==> config.mk <==
export PLATFORM = sky130hd
export DESIGN_NAME = supply_trip_detector
export DESIGN_NICKNAME = d
export VERILOG_FILES = /design/src/pkg/trip_detector_pkg.sv /design/src/hdl/settle_timer.sv /design/src/hdl/supply_trip_detector.sv /design/src/hdl/trip_compare.sv
export SDC_FILE = /design/constraint.sdc
export NUM_CORES = 1
export LEC_CHECK = 0
export BUFFER_PORTS_ARGS = -buffer_cell sky130_fd_sc_hd__buf_2
export CORE_ASPECT_RATIO = 1.2
export CORE_MARGIN = 10
export CORE_UTILIZATION = 30
export CTS_BUF_LIST = sky130_fd_sc_hd__clkbuf_8 sky130_fd_sc_hd__clkbuf_16
export DETAILED_ROUTE_END_ITERATION = 8
export HOLD_SLACK_MARGIN = 0.02
export PLACE_DENSITY = 0.48
export SLEW_MARGIN = 20
export SYNTH_ARGS = -nofsm -noshare
export SYNTH_HDL_FRONTEND = slang
export SYNTH_HIERARCHICAL = 1
export SYNTH_SLANG_ARGS = --single-unit
==> constraint.sdc <==
create_clock -name mclk -period 2.2 [get_ports mclk]
set_input_delay 0.22 -clock mclk [delete_from_list [all_inputs] [get_ports mclk]]
set_output_delay 0.22 -clock mclk [all_outputs]
set_load 0.1 [all_outputs]
==> src/pkg/trip_detector_pkg.sv <==
`default_nettype none
package trip_detector_pkg;
  // register offsets (plain port address)
  localparam logic [3:0] ADDR_CONTROL = 4'h0;
  localparam logic [3:0] ADDR_STATUS  = 4'h1;
  localparam logic [3:0] ADDR_MASK    = 4'h2;
  // control field positions
  localparam int BIT_DIR    = 7;
  localparam int BIT_STABLE = 5;
  localparam int BIT_EN     = 4;
  localparam int LEVEL_LSB  = 0;
  localparam int LEVEL_W    = 4;
  // reset values: direction 0, disabled, level 0101
  localparam logic [7:0] CONTROL_RESET = 8'h05;
  localparam logic [7:0] CONTROL_WMASK = 8'h9F;
  // status/mask layout
  localparam int EV_TRIP = 0;
  localparam int EV_STABLE = 1;
  localparam int EV_W = 2;
  // level codes
  localparam logic [3:0] LEVEL_EXTERNAL = 4'hF;
  localparam logic [3:0] LEVEL_MAX      = 4'hE;
  localparam logic [3:0] LEVEL_MIN      = 4'h0;
  // settling time
  localparam int SETTLE_NS = 20000;
  localparam int CLK_PERIOD_NS = 100;
  localparam int SETTLE_CYCLES = (SETTLE_NS + CLK_PERIOD_NS - 1) / CLK_PERIOD_NS;
endpackage
`default_nettype wire

==> src/hdl/settle_timer.sv <==
`default_nettype none
module settle_timer #(
  parameter int CYCLES = 200
) (
  input  wire logic mclk,
  input  wire logic rst,
  input  wire logic run,
  output logic      done
);
  typedef struct packed {
    logic [15:0] count;
    logic        done;
  } timer_state_t;
  timer_state_t s_r;
  timer_state_t s_nxt;
  always_comb begin
    s_nxt = s_r;
    if (!run) begin
      s_nxt.count = 16'h0000;
      s_nxt.done  = 1'b0;
    end else if (!s_r.done) begin
      if (s_r.count == 16'(CYCLES - 1)) begin
        s_nxt.done = 1'b1;
      end else begin
        s_nxt.count = s_r.count + 16'h0001;
      end
    end
  end
  always_ff @(posedge mclk) begin
    if (rst) begin
      s_r <= '0;
    end else begin
      s_r <= s_nxt;
    end
  end
  assign done = s_r.done;
endmodule
`default_nettype wire

==> src/hdl/supply_trip_detector.sv <==
// Notes on behaviour
// - the analog detector is powered only while detector_power_enable is one.
// - after each enabling, reference_stable_flag stays zero until settling ends, then goes one; an enable one cycle after a disable sets it for a cycle first.
// - no trip event is flagged while reference_stable_flag is zero.
// - direction one trips at or above the trip point, zero trips below it.
// - level 1111 selects the external input, 1110 the maximum, 0000 the minimum internal level.
// - a trip sets the event flag and raises the interrupt if enabled.
`default_nettype none
module supply_trip_detector #(
  parameter int SETTLE_CYCLES = trip_detector_pkg::SETTLE_CYCLES
) (
  input  wire logic       mclk,
  input  wire logic       rst,
  input  wire logic [3:0] addr,
  input  wire logic [7:0] wdata,
  input  wire logic       wr,
  input  wire logic       rd,
  output logic [7:0]      rdata,
  input  wire logic       cmp_at_or_above,
  input  wire logic       ext_at_or_above,
  output logic            analog_power_on,
  output logic [3:0]      analog_level,
  output logic            irq
);
  // ---------------------------------------------
  // state
  // ---------------------------------------------
  typedef struct packed {
    logic [7:0]      control;
    logic [1:0]      status;
    logic [1:0]      mask;
    logic [7:0]      rdata;
    logic            stable_d;
  } det_state_t;
  det_state_t s_r;
  det_state_t s_nxt;
  logic stable;
  logic tripped;
  logic [1:0] ev;
  logic enabled;
  assign enabled = s_r.control[trip_detector_pkg::BIT_EN];
  settle_timer #(
    .CYCLES (SETTLE_CYCLES)
  ) u_timer (
    .mclk (mclk),
    .rst  (rst),
    .run  (enabled),
    .done (stable)
  );
  trip_compare u_cmp (
    .mclk            (mclk),
    .rst             (rst),
    .dir_rise        (s_r.control[trip_detector_pkg::BIT_DIR]),
    .level           (s_r.control[trip_detector_pkg::LEVEL_LSB +: trip_detector_pkg::LEVEL_W]),
    .cmp_at_or_above (cmp_at_or_above),
    .ext_at_or_above (ext_at_or_above),
    .tripped         (tripped)
  );
  // ---------------------------------------------
  // next state
  // ---------------------------------------------
  always_comb begin
    s_nxt = s_r;
    ev = 2'b00;
    ev[trip_detector_pkg::EV_TRIP]   = enabled && stable && tripped;
    ev[trip_detector_pkg::EV_STABLE] = stable && !s_r.stable_d;
    s_nxt.stable_d = stable;
    // stable flag mirrors the timer, which restarts on every enable;
    // gated by the enable so it drops with the power bit, not a timer tick later
    s_nxt.control[trip_detector_pkg::BIT_STABLE] = stable && enabled;
    s_nxt.control[6] = 1'b0;
    if (wr) begin
      case (addr)
        trip_detector_pkg::ADDR_CONTROL: begin
          s_nxt.control = (wdata & trip_detector_pkg::CONTROL_WMASK)
                        | {2'b00, stable && wdata[trip_detector_pkg::BIT_EN], 5'h00};
        end
        trip_detector_pkg::ADDR_STATUS: begin
          s_nxt.status = s_r.status & ~wdata[1:0];
        end
        trip_detector_pkg::ADDR_MASK: begin
          s_nxt.mask = wdata[1:0];
        end
        default: begin
        end
      endcase
    end
    // set wins over a clear in the same cycle
    s_nxt.status = s_nxt.status | ev;
    s_nxt.rdata = 8'h00;
    if (rd) begin
      case (addr)
        trip_detector_pkg::ADDR_CONTROL: s_nxt.rdata = s_r.control;
        trip_detector_pkg::ADDR_STATUS:  s_nxt.rdata = {6'h00, s_r.status};
        trip_detector_pkg::ADDR_MASK:    s_nxt.rdata = {6'h00, s_r.mask};
        default:                         s_nxt.rdata = 8'h00;
      endcase
    end
  end
  always_ff @(posedge mclk) begin
    if (rst) begin
      s_r.control  <= trip_detector_pkg::CONTROL_RESET;
      s_r.status   <= 2'b00;
      s_r.mask     <= 2'b00;
      s_r.rdata    <= 8'h00;
      s_r.stable_d <= 1'b0;
    end else begin
      s_r <= s_nxt;
    end
  end
  // ---------------------------------------------
  // outputs
  // ---------------------------------------------
  assign analog_power_on = enabled;
  assign analog_level    = s_r.control[3:0];
  assign rdata           = s_r.rdata;
  assign irq             = |(s_r.status & s_r.mask);
endmodule
`default_nettype wire

==> src/hdl/trip_compare.sv <==
`default_nettype none
module trip_compare (
  input  wire logic       mclk,
  input  wire logic       rst,
  input  wire logic       dir_rise,
  input  wire logic [3:0] level,
  input  wire logic       cmp_at_or_above,
  input  wire logic       ext_at_or_above,
  output logic            tripped
);
  // ---------------------------------------------
  // level decode and direction
  // ---------------------------------------------
  typedef struct packed {
    logic tripped;
  } cmp_state_t;
  cmp_state_t s_r;
  cmp_state_t s_nxt;
  logic above;
  always_comb begin
    // code 1111 uses the external input comparator
    if (level == trip_detector_pkg::LEVEL_EXTERNAL) begin
      above = ext_at_or_above;
    end else begin
      above = cmp_at_or_above;
    end
    s_nxt.tripped = dir_rise ? above : !above;
  end
  always_ff @(posedge mclk) begin
    if (rst) begin
      s_r <= '0;
    end else begin
      s_r <= s_nxt;
    end
  end
  assign tripped = s_r.tripped;
endmodule
`default_nettype wire

==> metrics.md <==
| Metric | Value |
|---|---|
| Hold Vio Cnt, Final | 0 |
| Switching share of power | 0.234 |
| CP max FO | 8 |
| Vias per Instance | between 4 and 5 |
| Die area | approximately 9400 sq um |
| CTS sink count | 37 |
| H-tree depth | 2 |
| Total track usage | 0.0863 |
| P_sw | ~0.29 mW |
| Post-DP Area | between 1500 and 2000 sq um |
| Required @ worst endpoint | ~2.4 ns |
| First-pass GRT wire length | 6730 um |
| Detailed Route WL | 3910 um |
| Post-Route M1 WL | 1930 um |
| Worst endpoint data arrival time | between 1.5 and 2 ns |
| Fin. max-slew vios | 0 |
| Critical Path End Type | flip-flop |
| Residual DRC count | 0 |
| Syn-to-layout area delta | 13.0% |
| Pwr/cell area | about 610 nW/um^2 |
| Yosys warns | 6 |
| FP Rows | 30 |
| Share of the synthesized area in the top cell type | 0.416 |
| Max VDD drop | about 0.33 mV |
| Flop pwr share | 0.550 |
| Outcome | finished, final reports clean |
| DP Cell Count | 283 |
| Largest family of logic cells by synthesized area | simple AND/OR/NAND/NOR gates |
| Routed vias | between 1000 and 1500 |
| Synth top area cells | dfxtp_1 42%, buf_4 5.1%, xnor2_1 4.9% |
| Fillers | between 600 and 700 |
| Final setup margin | 0.571 ns |
| Num CTS Buffers | 5 |
| Count of final setup violators | 0 |
| GPL Wtd Cong | ~0.75 |
| Setup slack at placement | around 0.59 ns |
| Die Ht | 104 um |
| Clock skew | ~0.0065 ns |
| Gate Count Post-Synth | approximately 190 |
| Setup Fix Bufs, Post-CTS | 0 |
| Main synth FF type | dfxtp_1 |
| Syn_nets | ~210 |
| Slew @ Worst Pin | 0.674 ns |
| Ports | 32 |
| Post-synthesis adder-cell area fraction | 0.0141 |
| Async SR Flop Fraction | 0 |
| Final net count | 230 |
| Post-Synth Simple-Gate Area | 0.296 |
| DP HPWL | between 2000 and 3000 um |
| Setup tns final | 0 ns |
| Detailed-route wire length per cell | ~13 um |
| PostCTS Resize Cnt | 0 |
| Highest clock rate | between 0.6 and 0.7 GHz |
| Ant. Diodes | 0 |
| Hold crit path type | input port to flip-flop |
| Post-synthesis mux area share | 0.0281 |
| Sequential share of the synthesized area | 0.416 |
| Final std cells w/o fill | 290 |
| Initial Util | 0.312 |
| Fin crit share | 0.741 |
| Average cell area after synthesis | roughly 9.4 sq um |
| Cell taking the most area after synthesis | dfxtp_1 |
| Vias in the first global route | ~1400 |
| DR pass1 iterations | 4 |
| Max_slew headroom | 0.549 |
| Internal power | ~0.94 mW |
| Compound-cell area share of the yosys netlist | 0.110 |
| DRT antenna net count | 0 |
| Max Used Layer | met4 |
| Synth Area in XOR/XNOR | 0.0541 |
| Max cap viols | 0 |
| Clock Tree Buf Depth | 2 |
| Finished Cell Area | 2010 sq um |
| Number of flops mapped to enable cells by yosys | 0 |
| Root Driver | clkbuf_8 |
| Logic pwr share | 0.061 |
| Min Tclk post-route | 1.63 ns |
| Global route total overflow | 0 |
| Register clock-pin slew on the reported worst setup and hold paths | ~0.07 ns |
| Mapped Area | between 1500 and 2000 sq um |
| Synth cell types | between 50 and 60 |
| Number of antenna violations at the first check in global routing | 0 |
| Final core occ | 0.352 |
| Latest clock arrival within the worst-skew pair | between 0.2 and 0.3 ns |
| CTS tree | done |
| Critical path class | flip-flop to flip-flop |
| Share of layout cells above drive strength 1 | 0.229 |
| Pin count of the biggest net entering global routing | 14 |
| Static Leak | between 0.7 and 0.8 nW |
| Synth Register Bits | 37 |
| Die width | approximately 90 um |
| Hold Buf Count CTS | 0 |
| Core box area | 5710 sq um |
| RSZ-0062 raised after global routing | no |
| Routed wl met2 | 1760 um |
| Clock Power Share | 0.389 |
| I/O Buffers | 28 |
| Metal3 WL | about 160 um |
| Setup crit start kind | flip-flop |
| Drt initial violations | 76 |
metal layers:
metal	track usage	vias up
met5	0	-
met4	0.0376	0
met3	0.0245	6
met2	0.130	27
met1	0.111	619
li1	-	702
cell usage after synthesis (all sizes together) (2+ instances only):
cell type / n
clkbuf: 3
a21oi: 7
ha: 2
and3: 5
inv: 6
nor4: 6
nor4b: 3
dfxtp: 37
and2: 2
mux2i: 5
buf: 14
nand4: 4
o2bb2ai: 2
nand3: 9
or3: 2
xnor2: 10
o21ai: 4
nor2b: 3
nor3b: 2
nor2: 18
nand4b: 3
nor3: 5
nand2b: 4
nand2: 10
o31ai: 4
power groups by stage:
stage / Combinational, mW / Clock (mW) / Sequential, mW
final: 0.0747 / 0.477 / 0.675
after global placement: 0.0748 / 0 / 0.691
after detailed placement: 0.0749 / 0 / 0.691
after global routing: 0.0813 / 0.517 / 0.675
after CTS: 0.0751 / 0.500 / 0.675
after floorplan: 0.0503 / 0 / 0.692
critical path: stages (launching register included):
cell and delay (ns):
dfxtp_1 0.40, ha_1 0.21, nor3b_1 0.27, a41oi_2 0.29, a211o_1 0.35, nand2_1 0.05
per-stage QoR:
step | hold slack [ns] | power (mW)
5_1_grt | 0.199 | 1.27
3_3_place_gp | 0.398 | 0.766
6_report | 0.186 | 1.23
4_1_cts | 0.171 | 1.25
2_1_floorplan | 0.315 | 0.742
3_5_place_dp | 0.402 | 0.766
layout by cell type (no fill, tap or decap), types with 2 or more instances in the layout:
| master | Yosys | final |
|---|---|---|
| xnor2_1 | 10 | 10 |
| ha_1 | 2 | 2 |
| and2_1 | 2 | 2 |
| clkbuf_8 | 0 | 6 |
| buf_2 | 1 | 28 |
| nand4b_1 | 2 | 2 |
| nand2b_1 | 4 | 4 |
| nor4_1 | 6 | 6 |
| buf_4 | 12 | 3 |
| mux2i_1 | 5 | 5 |
| o2bb2ai_1 | 2 | 2 |
| nor2_1 | 18 | 18 |
| nand3_1 | 8 | 8 |
| nand2_1 | 10 | 10 |
| nand4_1 | 4 | 4 |
| o21ai_0 | 4 | 4 |
| a21oi_1 | 7 | 7 |
| dfxtp_1 | 37 | 37 |
| nor3_1 | 4 | 4 |
| nor2b_1 | 3 | 3 |
| inv_1 | 6 | 7 |
| nor4b_1 | 2 | 2 |
| o31ai_1 | 4 | 4 |
| and3_1 | 5 | 5 |
registers in the layout, indices dropped and copies added, names as in the netlist:
register,cells
u_timer/done,1
rdata,7
u_cmp/tripped,1
u_timer/s_r,16
analog_level,4
s_r,7
analog_power_on,1
final timing paths:
kind                            cells past startpoint                   startpoint                           end  slack [ns]
worst min register to register                      1            s_r[0]$_SDFF_PP0_            s_r[12]$_SDFF_PP0_        0.42
worst min-delay path                                3                     wdata[3]  analog_level[3]$_SDFFE_PP0P_        0.19
worst max register to register                      5  u_timer/s_r[1]$_SDFFE_PP0P_   u_timer/s_r[3]$_SDFFE_PP0P_        0.57
worst max-delay path                                5  u_timer/s_r[1]$_SDFFE_PP0P_   u_timer/s_r[3]$_SDFFE_PP0P_        0.57
cell type report:
cell class / instances / area, sq um / area share
clock inverters: 1 / 3.75 / 0.00187
repair buffers: 31 / 163 / 0.0809
flip-flops and latches: 37 / 741 / 0.368
well taps: 80 / 100 / 0.0498
clock buffers: 6 / 82.6 / 0.0411
multi-input cells: 129 / 898 / 0.447
inverters: 6 / 22.5 / 0.0112
kinds of logic after synthesis:
logic type      count (synthesis)
compound gates                 27
xor+xnor                       11
fa+ha+maj                       2
buf+inv                        23
flops                          37
mux                             5
other cells                     1
simple gates                   83
Note: power is estimated with default switching activity, not from simulation.
